File: config.mk
export PLATFORM = sky130hd
export DESIGN_NAME = watchdog_two_stage_timer
export DESIGN_NICKNAME = d
export VERILOG_FILES = /design/src/verilog/wdt_pkg.sv /design/src/verilog/wdt_cfg_if.sv /design/src/verilog/wdt_axil_slave.sv /design/src/verilog/wdt_core.sv /design/src/verilog/watchdog_two_stage_timer.sv
export SDC_FILE = /design/constraint.sdc
export NUM_CORES = 1
export LEC_CHECK = 0
export ABC_AREA = 1
export BUFFER_PORTS_ARGS = -buffer_cell sky130_fd_sc_hd__buf_2
export CAP_MARGIN = 20
export CORE_MARGIN = 2
export CORE_UTILIZATION = 35
export CTS_CLUSTER_SIZE = 28
export DETAILED_ROUTE_END_ITERATION = 6
export PLACE_DENSITY = 0.59
export SLEW_MARGIN = 20
export SYNTH_ARGS = -nofsm -noshare
export SYNTH_HDL_FRONTEND = slang
export SYNTH_SLANG_ARGS = --single-unit
File: constraint.sdc
create_clock -name clk_in -period 2.5 [get_ports clk_in]
set_clock_uncertainty 0.1 [all_clocks]
set_input_delay 0.25 -clock clk_in [delete_from_list [all_inputs] [get_ports clk_in]]
set_output_delay 0.25 -clock clk_in [all_outputs]
set_load 0.1 [all_outputs]
File: src/verilog/wdt_pkg.sv
// Package with register map, field positions and reset values of the watchdog
package wdt_pkg;

  // ---------------------------------------------------------------------------
  // Register byte addresses
  // ---------------------------------------------------------------------------
  localparam logic [7:0] ADDR_LOAD    = 8'h00;  // Reload value, read/write
  localparam logic [7:0] ADDR_VALUE   = 8'h04;  // Current count, read only
  localparam logic [7:0] ADDR_CTRL    = 8'h08;  // Enables, read/write
  localparam logic [7:0] ADDR_INTCLR  = 8'h0c;  // Any write clears interrupt while unlocked
  localparam logic [7:0] ADDR_RIS     = 8'h10;  // Raw status, read only
  localparam logic [7:0] ADDR_MIS     = 8'h14;  // Masked status, read only
  localparam logic [7:0] ADDR_LOCK    = 8'h18;  // Lock control and state
  localparam int         ADDR_W       = 8;

  // ---------------------------------------------------------------------------
  // Field positions
  // ---------------------------------------------------------------------------
  localparam int CTRL_INTEN_BIT = 0;  // Counter and interrupt enable
  localparam int CTRL_RESEN_BIT = 1;  // Reset on second timeout enable
  localparam int CTRL_STALL_BIT = 2;  // Stop counting under debug halt
  localparam int LOCK_BIT       = 0;  // Lock write value / lock state

  // ---------------------------------------------------------------------------
  // Values
  // ---------------------------------------------------------------------------
  localparam logic [31:0] LOAD_RESET  = 32'hffffffff;
  localparam logic [31:0] COUNT_ZERO  = 32'h00000000;
  localparam logic [31:0] COUNT_ONE   = 32'h00000001;
  localparam logic [1:0]  RESP_OKAY   = 2'b00;
  localparam logic [1:0]  RESP_SLVERR = 2'b10;

endpackage

File: src/verilog/wdt_cfg_if.sv
// Interface carrying configuration strobes between bus slave and watchdog core
`timescale 1ns/100ps
interface wdt_cfg_if;
  logic        load_wr;     // Reload value written
  logic [31:0] load_data;   // New reload value
  logic        enable_set;  // Enable counter and interrupt
  logic        resen_wr;    // Write reset enable
  logic        resen_data;  // New reset enable
  logic        stall_wr;    // Write stall enable
  logic        stall_data;  // New stall enable
  logic        int_clear;   // Clear pending interrupt
  logic        lock_wr;     // Write to lock register
  logic        lock_data;   // Engage (1) or release (0)
  logic [31:0] load_q;      // Stored reload value
  logic [31:0] count;       // Current count
  logic        enabled;     // Counter enabled
  logic        resen;       // Reset enable state
  logic        stall;       // Stall enable state
  logic        raw_int;     // Raw interrupt
  logic        locked;      // Lock state

  modport bus  (output load_wr, load_data, enable_set, resen_wr, resen_data, stall_wr, stall_data,
                int_clear, lock_wr, lock_data,
                input load_q, count, enabled, resen, stall, raw_int, locked);
  modport core (input load_wr, load_data, enable_set, resen_wr, resen_data, stall_wr, stall_data,
                int_clear, lock_wr, lock_data,
                output load_q, count, enabled, resen, stall, raw_int, locked);
endinterface

File: src/verilog/wdt_axil_slave.sv
// AXI4-Lite register slave for the watchdog
`timescale 1ns/100ps
module wdt_axil_slave
  import wdt_pkg::*;
(
  input  wire logic              clk_in,         // System clock
  input  wire logic              resetn_in,      // Async reset, active low
  input  wire logic [ADDR_W-1:0] awaddr_in,      // Write address
  input  wire logic              awvalid_in,     // Write address valid
  output logic                   awready_out,    // Write address ready
  input  wire logic [31:0]       wdata_in,       // Write data
  input  wire logic [3:0]        wstrb_in,       // Write strobes
  input  wire logic              wvalid_in,      // Write data valid
  output logic                   wready_out,     // Write data ready
  output logic [1:0]             bresp_out,      // Write response
  output logic                   bvalid_out,     // Write response valid
  input  wire logic              bready_in,      // Write response ready
  input  wire logic [ADDR_W-1:0] araddr_in,      // Read address
  input  wire logic              arvalid_in,     // Read address valid
  output logic                   arready_out,    // Read address ready
  output logic [31:0]            rdata_out,      // Read data
  output logic [1:0]             rresp_out,      // Read response
  output logic                   rvalid_out,     // Read data valid
  input  wire logic              rready_in,      // Read data ready
  wdt_cfg_if.bus                 cfg             // Watchdog core side
);

  // ---------------------------------------------------------------------------
  // Write channel capture
  // ---------------------------------------------------------------------------
  logic              aw_held_q;
  logic              w_held_q;
  logic [ADDR_W-1:0] awaddr_q;
  logic [31:0]       wdata_q;
  logic [3:0]        wstrb_q;
  logic              wr_go;
  logic              wr_hit;
  logic              wr_full;

  assign awready_out = !aw_held_q && !bvalid_out;
  assign wready_out  = !w_held_q && !bvalid_out;
  assign wr_go       = aw_held_q && w_held_q && !bvalid_out;
  assign wr_full     = (wstrb_q == 4'hf);

  // Hold address and data until both have arrived
  always_ff @(posedge clk_in or negedge resetn_in)
  begin
    if (!resetn_in)
    begin
      aw_held_q <= 1'b0;
      w_held_q  <= 1'b0;
      awaddr_q  <= '0;
      wdata_q   <= '0;
      wstrb_q   <= '0;
    end
    else
    begin
      if (awvalid_in && awready_out)
      begin
        aw_held_q <= 1'b1;
        awaddr_q  <= awaddr_in;
      end
      else if (wr_go)
        aw_held_q <= 1'b0;
      if (wvalid_in && wready_out)
      begin
        w_held_q <= 1'b1;
        wdata_q  <= wdata_in;
        wstrb_q  <= wstrb_in;
      end
      else if (wr_go)
        w_held_q <= 1'b0;
    end
  end

  // Decode write; locked writes to configuration are dropped but answered OKAY
  always_comb
  begin
    cfg.load_wr    = 1'b0;
    cfg.enable_set = 1'b0;
    cfg.resen_wr   = 1'b0;
    cfg.stall_wr   = 1'b0;
    cfg.int_clear  = 1'b0;
    cfg.lock_wr    = 1'b0;
    wr_hit         = 1'b1;
    case (awaddr_q)
      ADDR_LOAD:   cfg.load_wr = wr_go && wr_full && !cfg.locked;
      ADDR_CTRL:
      begin
        cfg.enable_set = wr_go && wstrb_q[0] && wdata_q[CTRL_INTEN_BIT] && !cfg.locked;
        cfg.resen_wr   = wr_go && wstrb_q[0] && !cfg.locked;
        cfg.stall_wr   = wr_go && wstrb_q[0] && !cfg.locked;
      end
      ADDR_INTCLR: cfg.int_clear = wr_go && !cfg.locked;
      ADDR_LOCK:   cfg.lock_wr   = wr_go && wstrb_q[0];
      ADDR_VALUE, ADDR_RIS, ADDR_MIS: wr_hit = 1'b1;
      default:     wr_hit = 1'b0;
    endcase
  end

  assign cfg.load_data  = wdata_q;
  assign cfg.resen_data = wdata_q[CTRL_RESEN_BIT];
  assign cfg.stall_data = wdata_q[CTRL_STALL_BIT];
  assign cfg.lock_data  = wdata_q[LOCK_BIT];

  // Write response
  always_ff @(posedge clk_in or negedge resetn_in)
  begin
    if (!resetn_in)
    begin
      bvalid_out <= 1'b0;
      bresp_out  <= RESP_OKAY;
    end
    else if (wr_go)
    begin
      bvalid_out <= 1'b1;
      bresp_out  <= wr_hit ? RESP_OKAY : RESP_SLVERR;
    end
    else if (bready_in)
      bvalid_out <= 1'b0;
  end

  // ---------------------------------------------------------------------------
  // Read channel
  // ---------------------------------------------------------------------------
  assign arready_out = !rvalid_out;

  // Read mux, one cycle after address acceptance
  always_ff @(posedge clk_in or negedge resetn_in)
  begin
    if (!resetn_in)
    begin
      rvalid_out <= 1'b0;
      rdata_out  <= '0;
      rresp_out  <= RESP_OKAY;
    end
    else if (arvalid_in && arready_out)
    begin
      rvalid_out <= 1'b1;
      rresp_out  <= RESP_OKAY;
      rdata_out  <= '0;
      case (araddr_in)
        ADDR_LOAD:   rdata_out <= cfg.load_q;
        ADDR_VALUE:  rdata_out <= cfg.count;
        ADDR_CTRL:
        begin
          rdata_out[CTRL_INTEN_BIT] <= cfg.enabled;
          rdata_out[CTRL_RESEN_BIT] <= cfg.resen;
          rdata_out[CTRL_STALL_BIT] <= cfg.stall;
        end
        ADDR_INTCLR: rdata_out <= '0;
        ADDR_RIS:    rdata_out[0] <= cfg.raw_int;
        ADDR_MIS:    rdata_out[0] <= cfg.raw_int && cfg.enabled;
        ADDR_LOCK:   rdata_out[LOCK_BIT] <= cfg.locked;
        default:     rresp_out <= RESP_SLVERR;
      endcase
    end
    else if (rready_in)
      rvalid_out <= 1'b0;
  end

endmodule // wdt_axil_slave

File: src/verilog/wdt_core.sv
// Watchdog counter, two-stage timeout, lock and debug stall logic
`timescale 1ns/100ps
module wdt_core
  import wdt_pkg::*;
(
  input  wire logic clk_in,         // System clock
  input  wire logic resetn_in,      // Async reset, active low
  input  wire logic debug_halt_in,  // Processor halted by debugger
  wdt_cfg_if.core   cfg,            // Configuration from bus slave
  output logic      irq_out,        // Interrupt to processor
  output logic      sys_reset_out   // Reset request to system
);

  logic [31:0] count_q;
  logic [31:0] load_q;
  logic        enabled_q;
  logic        resen_q;
  logic        stall_q;
  logic        raw_int_q;
  logic        locked_q;
  logic        sys_reset_q;
  logic        run;
  logic        timeout;

  // ---------------------------------------------------------------------------
  // Count control
  // ---------------------------------------------------------------------------
  assign run     = enabled_q && !(stall_q && debug_halt_in);
  assign timeout = run && (count_q == COUNT_ZERO);

  // Configuration registers; all inactive and unlocked after reset
  always_ff @(posedge clk_in or negedge resetn_in)
  begin
    if (!resetn_in)
    begin
      load_q    <= LOAD_RESET;
      enabled_q <= 1'b0;
      resen_q   <= 1'b0;
      stall_q   <= 1'b0;
      locked_q  <= 1'b0;
    end
    else
    begin
      if (cfg.load_wr)
        load_q <= cfg.load_data;
      if (cfg.enable_set)
        enabled_q <= 1'b1;
      if (cfg.resen_wr)
        resen_q <= cfg.resen_data;
      if (cfg.stall_wr)
        stall_q <= cfg.stall_data;
      if (cfg.lock_wr)
        locked_q <= cfg.lock_data;
    end
  end

  // Down counter with reload on timeout, clear and load write
  always_ff @(posedge clk_in or negedge resetn_in)
  begin
    if (!resetn_in)
      count_q <= LOAD_RESET;
    else if (cfg.load_wr)
      count_q <= cfg.load_data;
    else if (cfg.int_clear && !timeout)
      count_q <= load_q;
    else if (timeout)
      count_q <= load_q;
    else if (run)
      count_q <= count_q - COUNT_ONE;
  end

  // Sticky interrupt; a timeout in the clear cycle wins
  always_ff @(posedge clk_in or negedge resetn_in)
  begin
    if (!resetn_in)
      raw_int_q <= 1'b0;
    else if (timeout || (cfg.load_wr && cfg.load_data == COUNT_ZERO && enabled_q))
      raw_int_q <= 1'b1;
    else if (cfg.int_clear)
      raw_int_q <= 1'b0;
  end

  // Second timeout with interrupt still pending asserts system reset
  always_ff @(posedge clk_in or negedge resetn_in)
  begin
    if (!resetn_in)
      sys_reset_q <= 1'b0;
    else if (timeout && raw_int_q && resen_q)
      sys_reset_q <= 1'b1;
  end

  assign irq_out        = raw_int_q && enabled_q;
  assign sys_reset_out  = sys_reset_q;
  assign cfg.load_q     = load_q;
  assign cfg.count      = count_q;
  assign cfg.enabled    = enabled_q;
  assign cfg.resen      = resen_q;
  assign cfg.stall      = stall_q;
  assign cfg.raw_int    = raw_int_q;
  assign cfg.locked     = locked_q;

  // ---------------------------------------------------------------------------
  // Assertions
  // ---------------------------------------------------------------------------
  a_count_decrement: assert property (@(posedge clk_in) disable iff (!resetn_in)
    run && count_q != COUNT_ZERO && !cfg.load_wr && !cfg.int_clear |=> count_q == $past(count_q) - COUNT_ONE)
    else $error("count did not decrement");
  a_first_timeout: assert property (@(posedge clk_in) disable iff (!resetn_in)
    timeout |=> raw_int_q)
    else $error("timeout did not raise interrupt");
  a_reload_timeout: assert property (@(posedge clk_in) disable iff (!resetn_in)
    timeout && !cfg.load_wr |=> count_q == $past(load_q))
    else $error("counter not reloaded after timeout");
  a_second_reset: assert property (@(posedge clk_in) disable iff (!resetn_in)
    timeout && raw_int_q && resen_q |=> sys_reset_out)
    else $error("second timeout missed reset");
  a_no_early_reset: assert property (@(posedge clk_in) disable iff (!resetn_in)
    $rose(sys_reset_out) |-> $past(raw_int_q) && $past(resen_q))
    else $error("reset without pending interrupt");
  a_clear_reload: assert property (@(posedge clk_in) disable iff (!resetn_in)
    cfg.int_clear && !cfg.load_wr |=> count_q == $past(load_q))
    else $error("clear did not reload counter");
  a_load_write: assert property (@(posedge clk_in) disable iff (!resetn_in)
    cfg.load_wr |=> count_q == $past(cfg.load_data) && load_q == $past(cfg.load_data))
    else $error("load write not transferred");
  a_lock_blocks: assert property (@(posedge clk_in) disable iff (!resetn_in)
    locked_q && !enabled_q |=> !enabled_q)
    else $error("enable changed while locked");
  a_clear_irq: assert property (@(posedge clk_in) disable iff (!resetn_in)
    cfg.int_clear && !timeout && !cfg.load_wr |=> !irq_out)
    else $error("clear did not drop interrupt");
  a_stay_enabled: assert property (@(posedge clk_in) disable iff (!resetn_in)
    enabled_q |=> enabled_q)
    else $error("enable dropped");
  a_stall_holds: assert property (@(posedge clk_in) disable iff (!resetn_in)
    stall_q && debug_halt_in && !cfg.load_wr && !cfg.int_clear |=> $stable(count_q))
    else $error("counter moved under debug stall");

  c_first_timeout: cover property (@(posedge clk_in) disable iff (!resetn_in) timeout && !raw_int_q);
  c_reset_fired:   cover property (@(posedge clk_in) disable iff (!resetn_in) $rose(sys_reset_out));
  c_clear_pending: cover property (@(posedge clk_in) disable iff (!resetn_in) cfg.int_clear && raw_int_q);
  c_lock_engaged:  cover property (@(posedge clk_in) disable iff (!resetn_in) $rose(locked_q));

endmodule // wdt_core

File: src/verilog/watchdog_two_stage_timer.sv
// Top level of the two-stage watchdog timer with AXI4-Lite registers
`timescale 1ns/100ps
// Functional notes
// - Timeout counter is 32 bits and counts down while enabled.
// - First zero of the enabled counter raises the interrupt.
// - Enabling the counter also enables the interrupt.
// - After first timeout the counter reloads from the load register.
// - Second zero with interrupt pending and reset enabled asserts system reset.
// - Clearing the interrupt reloads the counter and restarts counting.
// - Writing a new load value moves it into the counter at once.
// - Writing 1 to the lock register blocks configuration writes.
// - While locked, enabling counter or interrupt has no effect.
// - Lock status reads true when locked, false otherwise.
// - Interrupt clear removes the pending interrupt and drops the output.
// - Raw and masked interrupt status are both readable.
// - Status bit reads 1 when interrupt active, 0 when inactive.
// - Loading zero while the counter is enabled generates the interrupt immediately.
// - Load register reads back the reload value.
// - Interrupt has no control of its own; the counter enable bit also enables it, subject to lock.
// - Reset enable decides if second timeout resets; settable when unlocked.
// - With stall enabled, counting stops while the debugger halts the processor.
// - Unlock restores configuration write access.
// - Current count is readable at any time.
module watchdog_two_stage_timer
  import wdt_pkg::*;
(
  input  wire logic              clk_in,         // System clock, 100 MHz
  input  wire logic              resetn_in,      // Async reset, active low
  input  wire logic              debug_halt_in,  // Processor halted by debugger
  input  wire logic [ADDR_W-1:0] awaddr_in,      // Write address
  input  wire logic              awvalid_in,     // Write address valid
  output logic                   awready_out,    // Write address ready
  input  wire logic [31:0]       wdata_in,       // Write data
  input  wire logic [3:0]        wstrb_in,       // Write strobes
  input  wire logic              wvalid_in,      // Write data valid
  output logic                   wready_out,     // Write data ready
  output logic [1:0]             bresp_out,      // Write response
  output logic                   bvalid_out,     // Write response valid
  input  wire logic              bready_in,      // Write response ready
  input  wire logic [ADDR_W-1:0] araddr_in,      // Read address
  input  wire logic              arvalid_in,     // Read address valid
  output logic                   arready_out,    // Read address ready
  output logic [31:0]            rdata_out,      // Read data
  output logic [1:0]             rresp_out,      // Read response
  output logic                   rvalid_out,     // Read data valid
  input  wire logic              rready_in,      // Read data ready
  output logic                   irq_out,        // Interrupt to processor
  output logic                   sys_reset_out   // System reset request
);

  // ---------------------------------------------------------------------------
  // Internal configuration carrier
  // ---------------------------------------------------------------------------
  wdt_cfg_if cfg ();

  // Register slave
  wdt_axil_slave u_slave (
    .clk_in      (clk_in),
    .resetn_in   (resetn_in),
    .awaddr_in   (awaddr_in),
    .awvalid_in  (awvalid_in),
    .awready_out (awready_out),
    .wdata_in    (wdata_in),
    .wstrb_in    (wstrb_in),
    .wvalid_in   (wvalid_in),
    .wready_out  (wready_out),
    .bresp_out   (bresp_out),
    .bvalid_out  (bvalid_out),
    .bready_in   (bready_in),
    .araddr_in   (araddr_in),
    .arvalid_in  (arvalid_in),
    .arready_out (arready_out),
    .rdata_out   (rdata_out),
    .rresp_out   (rresp_out),
    .rvalid_out  (rvalid_out),
    .rready_in   (rready_in),
    .cfg         (cfg.bus)
  );

  // Watchdog counter core
  wdt_core u_core (
    .clk_in        (clk_in),
    .resetn_in     (resetn_in),
    .debug_halt_in (debug_halt_in),
    .cfg           (cfg.core),
    .irq_out       (irq_out),
    .sys_reset_out (sys_reset_out)
  );

  // ---------------------------------------------------------------------------
  // Top-level checks
  // ---------------------------------------------------------------------------
  a_lock_status: assert property (@(posedge clk_in) disable iff (!resetn_in)
    cfg.lock_wr |=> cfg.locked == $past(cfg.lock_data))
    else $error("lock state does not follow write");
  a_reset_idle: assert property (@(posedge clk_in) disable iff (!resetn_in)
    $rose(resetn_in) |-> !cfg.enabled && !cfg.locked && !irq_out)
    else $error("state active after reset");
  a_irq_masked: assert property (@(posedge clk_in) disable iff (!resetn_in)
    arvalid_in && arready_out && araddr_in == ADDR_MIS |=> rdata_out[0] == $past(irq_out))
    else $error("masked status does not match interrupt output");
  a_zero_load: assert property (@(posedge clk_in) disable iff (!resetn_in)
    cfg.load_wr && cfg.load_data == COUNT_ZERO && cfg.enabled |=> cfg.raw_int)
    else $error("zero load did not interrupt");
  a_bus_answer: assert property (@(posedge clk_in) disable iff (!resetn_in)
    arvalid_in && arready_out |=> rvalid_out)
    else $error("read not answered in one cycle");

  c_zero_load: cover property (@(posedge clk_in) disable iff (!resetn_in) cfg.load_wr && cfg.load_data == COUNT_ZERO);

endmodule // watchdog_two_stage_timer

---- Word level (Yosys, flattened, before mapping) ----
Cells that the tools add are included.
storage, ports and cells
  bits in registers ....................... 154
  input bits .............................. 60
  output and inout bits ................... 43
  word-level logic and storage cells ...... 99
cells by class
  $add $sub $neg .......................... 1
  equal/unequal tests ..................... 13
  multiplexer cells ....................... 24
  reductions and logical operators ........ 43
operators by type and width
  operator                                             number
  2-to-1 mux 32 bit                                    4
  logical NOT 32 bit                                   2
  case mux 29 bit (2 select lines)                     1
  equality test 8 x 5 -> 1 bit, second input constant  6
  equality test 8 x 4 -> 1 bit, second input constant  4
  subtractor 32 x 1 -> 32 bit, second input constant   1
  logical AND 1 bit                                    23
  equality test 8 x 3 -> 1 bit, second input constant  2
  logical NOT 8 bit                                    2
  2-to-1 mux 1 bit                                     15
  OR reduction 7 bit                                   2
  nonzero test 2 bit                                   5
  logical NOT 1 bit                                    7
  case mux 1 bit (6 select lines)                      1
  case mux 2 bit (3 select lines)                      1
  equality test 4 bit, second input constant           1
  2-to-1 mux 2 bit                                     2
  nonzero test 4 bit                                   1
  logical OR 1 bit                                     1

---- Logic depth before layout (Yosys ltp) ----
  depth in word-level cells ............... 9
  mapped depth ............................ 13
  gate-level depth less buffers ........... 13

---- Modules after synthesis ----
From an unflattened synthesis, not the netlist that was laid out.
unflattened totals
  cells, all modules ...................... 993
  area, all modules ....................... 8114.0 um^2
by module, submodules not included
  module          instances  cells each  area each (um^2)  seq. area each (um^2)
  wdt_core        1          621         4321.6            1831.8
  wdt_axil_slave  1          372         3792.4            2052.0

---- Worst setup path before layout ----
No wires, ideal clock.
  kind .................................... reg-to-reg
  start ................................... reg u_slave.bvalid_out
  end ..................................... reg u_slave.wdata_q[14] (netlist: u_slave.cfg.load_data[14])
  library setup time ...................... 125 ps
  arrival time ............................ 3326 ps
  data required time ...................... 2275 ps
  slack ................................... -1051 ps
  stages on the path, launching flop included .. 5
  path buffers ............................ 1
  clock period less this slack ............ 3551 ps
  cell sequence ........................... dfrtp_1 nor2_1 nand2_1 clkbuf_1 mux2_2
between the ends
  word-level cells in the longest chain between the ends .. 3
ends and longest elaborated chain
  element                   line                            RTL
  start: declaration        wdt_axil_slave.sv:16            output logic bvalid_out,
  start signal: assignment  wdt_axil_slave.sv:111           bvalid_out <= 1'b0;
  start signal: assignment  wdt_axil_slave.sv:116           bvalid_out <= 1'b1;
  start signal: assignment  wdt_axil_slave.sv:120           bvalid_out <= 1'b0;
  logical NOT 1 bit         wdt_axil_slave.sv:41            assign wready_out = !w_held_q && !bvalid_out;
  logical AND 1 bit         wdt_axil_slave.sv:41
  net wready_out            watchdog_two_stage_timer.sv:36  output logic wready_out,
  logical AND 1 bit         wdt_axil_slave.sv:65            if (wvalid_in && wready_out)
  end signal: assignment    wdt_axil_slave.sv:68            wdata_q <= wdata_in;
  end: declaration          wdt_axil_slave.sv:34            logic [31:0] wdata_q;
The timed path passes the listed nets, and every way through them passes these cells.
A chain may end at the register's enable or synchronous reset.

---- Worst setup path in the final report ----
  start ................................... reg u_core.count_q[0] (netlist: u_core.cfg.count[0])
  end ..................................... reg u_core.count_q[12] (netlist: u_core.cfg.count[12])
between the ends
  word-level cells in the longest chain between the ends .. 6
  elaborated cells on any way between the ends .. 10
  those cells by class .................... add/sub (1); mux (4); reduce/logical (5)
ends and longest elaborated chain
  element                                                                              line            RTL
  start: declaration                                                                   wdt_core.sv:14  logic [31:0] count_q;
  start signal: assignment                                                             wdt_core.sv:63  count_q <= cfg.load_data;
  start signal: assignment                                                             wdt_core.sv:65  count_q <= load_q;
  start signal: assignment                                                             wdt_core.sv:67  count_q <= load_q;
  parallel branches: the longest is 6 deep, another holds subtractor 32 x 1 -> 32 bit  n/a
Several ways; the timed one is not identified. The select of a mux whose other input is x is not followed.

==> summary.md <==
| Metric | Value |
|---|---|
| Slew HR | 49.2% |
| Chip Height | approximately 160 µm |
| Layout Utilization | between 40 and 50% |
| Ranking of synthesized cells by area | dfrtp_1 (27%), dfstp_2 (21%), nand2_1 (11%) |
| Routability cong. | about 0.91 |
| DRC violations left | 0 |
| Max VDD drop | approximately 0.00077 V |
| Fmax | 451 MHz |
| Initial antenna violation count | 0 |
| Hold Path Class | in2reg |
| Dpl hpwl | 17.7 mm |
| DR pass1 iterations | 5 |
| H-tree depth | 4 |
| Crit share post-route | between 80 and 90% |
| Max cap viols | 0 |
| Nets | 1225 |
| CP peak stage delay | 0.36 ns |
| CP most frequent cell | nand2_1 |
| Seq/Total Area, Yosys | between 40 and 50% |
| Die width | between 150 and 200 µm |
| CTS buffer count | 17 |
| Power per cell area | between 800 and 900 nW/µm² |
| Aggregate routed wire length | 24.1 mm |
| Worst Path Max Fanout | 20 |
| Die area | roughly 24000 µm² |
| Yosys top cell by area | dfrtp_1 |
| Max Slew Vio Count | 0 |
| Port Buf Inserts | 100 |
| Vias | around 7.2k |
| RSZ-0062 raised after global routing | false |
| Diode count | 0 |
| Skew-Pair Late Insertion Delay | approximately 0.44 ns |
| TNS Setup | 0 ns |
| Top FF cell, synth | dfrtp_1 |
| Busiest grt layer | met2 |
| Top cell type's share of synthesized area | approximately 27% |
| Critical Path AT | approximately 2.5 ns |
| Initial Util | approximately 36% |
| Remaining Overflow, GRT | 0 |
| Antenna-violating nets left | 0 |
| Final Hold Vio Count | 0 |
| 1st-iter DRT viols | between 500 and 600 |
| Area Growth Syn to Fin | 24.1% |
| Post-route cell area | between 9000 and 10000 µm² |
| Root Buffer | clkbuf_16 |
| Largest net degree at the start of global routing | between 50 and 60 |
| First-pass GRT wire length | between 30 and 40 mm |
| WP data required | 2.78 ns |
| Crit. End Element | register |
| Critical-path cell list | inv_1 > ha_1 > nand2_2 > nor2_4 > nand2_4 > nor2_8 > nand3_4 > nand2_4 > nand2_1 > nand3_1 > nand2_1 > nand2_1 |
| Core area | between 20000 and 25000 µm² |
| Clk slew on worst S/H paths | about 0.07 ns |
| Asr flop ratio synth | 100% |
| Crit path time final | ~2.2 ns |
| Met3 global-route usage | under 10% |
| CTS tree | yes |
| #FFs+latches synth | approximately 150 |
| Setup violators final | 0 |
| Row cnt | 55 |
| Outcome | complete, no violations |
| Total power | 8.17 mW |
| Synth warnings | 0 |
| Crit-path slowest cell | dfstp_2 |
| Buffer depth of the longest clock path | 2 |
| Routed len/inst | 16.5 µm |
| Post-CTS setup buffer count | 0 |
| EDFF count, synth | 0 |
| Tot GR Track Use | between 20% and 30% |
| Vias in the first global route | approximately 7.1k |
| Share of post-route cells with drive strength above 1 | 24.6% |
| I/O pin count | 103 |
| Crit Path Class | reg2reg |
| Synth Area per Inst | around 8 µm² |
| Unique masters post-synth | 44 |
| CP startpoint kind | register |
| P_leak | roughly 4.7 nW |
| Met1 Track Usage GR | between 20% and 30% |
| Worst-Margin Slew | 0.759 ns |
| Syn Inst Count | between 1k and 1.5k |
| Synth Cell Area | 8050 µm² |
| Met2 GRT Util | between 30% and 40% |
| Clock sink total | approximately 150 |
| Drt via density | ~4.9 |
| Dpl cell area | approximately 9000 µm² |
[layout by cell type, fill, tap and decap left out, types with 3 or more instances in the layout]
cell           count
nor3_1             6
mux2_2            23
o22ai_1           27
dfstp_2           64
inv_6              5
nand2_4            3
buf_12             3
dlygate4sd3_1     47
nand2_2           10
nand3_1           63
buf_2             99
inv_2              6
xor2_1            16
nor2_4             3
nor2_2             4
buf_4             19
nand2_1          239
nand4_1           18
a21oi_1           32
dfrtp_1           86
o21ai_0           42
a31oi_1            8
inv_1            101
clkbuf_16         17
nor2_1           168
nor4_1             5
o21ai_1           12
inv_8              5
nand3_2           10
o21bai_1           5
[final timing paths]
path / start / to / slack (ns) / cells after the start
max: u_core.cfg.count[0] / u_core.cfg.count[12] / 0.28 / 12
min: araddr_in[2] / u_slave.rresp_out[1] / 0.1 / 3
max reg2reg: u_core.cfg.count[0] / u_core.cfg.count[12] / 0.28 / 12
min reg2reg: u_slave.rdata_out[7] / u_slave.rdata_out[7] / 0.37 / 2
max in group asynchronous: resetn_in / u_core.cfg.load_q[22] / 1.37 / 3
min in group asynchronous: resetn_in / u_slave.rdata_out[16] / 0.22 / 2
[metal layers]
metal	vias to the layer above	wire, µm
met2	200	11100
li1	3590	-
met1	3416	11300
met3	28	1400
met5	-	0
met4	0	382
[area by class of cell]
type                    instances  area (µm²)
clock buffers                  17         425
repair buffers                169        1180
multi-input cells             715        3570
fillers                      2261       12700
inverters                     109         413
flip-flops and latches        152        3890
clock inverters                15         154
well taps                     285         357
[state kept, by name, indices dropped and copies added (netlist names)]
register,cells
u_core.cfg.count,32
u_slave.rdata_out,32
u_slave.awaddr_q,8
u_core.cfg.locked,1
u_slave.w_held_q,1
u_slave.wstrb_q,4
u_slave.rvalid_out,1
u_core.sys_reset_out,1
u_core.cfg.enabled,1
u_core.cfg.raw_int,1
u_core.cfg.stall,1
u_slave.aw_held_q,1
u_slave.rresp_out,1
u_slave.bresp_out,1
u_slave.bvalid_out,1
u_core.cfg.resen,1
u_slave.cfg.load_data,32
u_core.cfg.load_q,32
[worst max-delay path: cells and delay by family (launching register included)]
kind	cells	cell delay (ns)
adders and majority gates	1	0.27
and+or+nand+nor	10	1.28
DFF	1	0.36
buffers and inverters	1	0.15
[report_power, final]
group	switching, mW	internal (mW)
combinational	1.46	0.681
clock	1.22	1.33
sequential	0.447	3.03
[cells in the mapped netlist (3+ instances only)]
| library cell | instances |
|---|---|
| nor3_1 | 6 |
| o22ai_1 | 27 |
| dfstp_2 | 64 |
| buf_4 | 6 |
| mux2_2 | 23 |
| inv_2 | 6 |
| nand2_1 | 240 |
| inv_1 | 102 |
| o21ai_1 | 12 |
| nand3_2 | 10 |
| o21bai_1 | 5 |
| nand2_2 | 10 |
| nor2_2 | 3 |
| nor2_1 | 170 |
| clkbuf_1 | 17 |
| xor2_1 | 16 |
| nand3_1 | 63 |
| buf_2 | 9 |
| nand4_1 | 18 |
| o21ai_0 | 42 |
| a21oi_1 | 32 |
| a31oi_1 | 8 |
| nor4_1 | 5 |
| dfrtp_1 | 88 |
[stage by stage]
stage | instances | hold WS, ns | worst slack (ns)
floorplan | 1013 | -0.146 | 0.0745
global route | 1462 | 0.130 | 0.0734
CTS | 1462 | 0.0862 | 0.137
detailed placement | 1383 | 0.120 | 0.150
global placement | 1383 | 0.119 | 0.257
finish | 1462 | 0.0974 | 0.285
[kinds of logic after synthesis]
| kind of cell | after synthesis | share of synthesized area [%] |
|---|---|---|
| and+or+nand+nor | 539 | 29.6 |
| DFF | 152 | 48.2 |
| buffers and inverters | 146 | 7.62 |
| AOI/OAI and AO/OA | 133 | 9.26 |
| muxes | 23 | 3.22 |
| xor gates and xnor gates | 17 | 1.85 |
| adders and majority gates | 1 | 0.155 |
| other | 1 | 0.0466 |
[repair_timing]
item,CTS,global route
resized for setup,0,1
endpoints found under the setup margin,0,13
hold endpoints to repair,64,0
hold buffers,47,0
(Power assumes the default switching activity.)
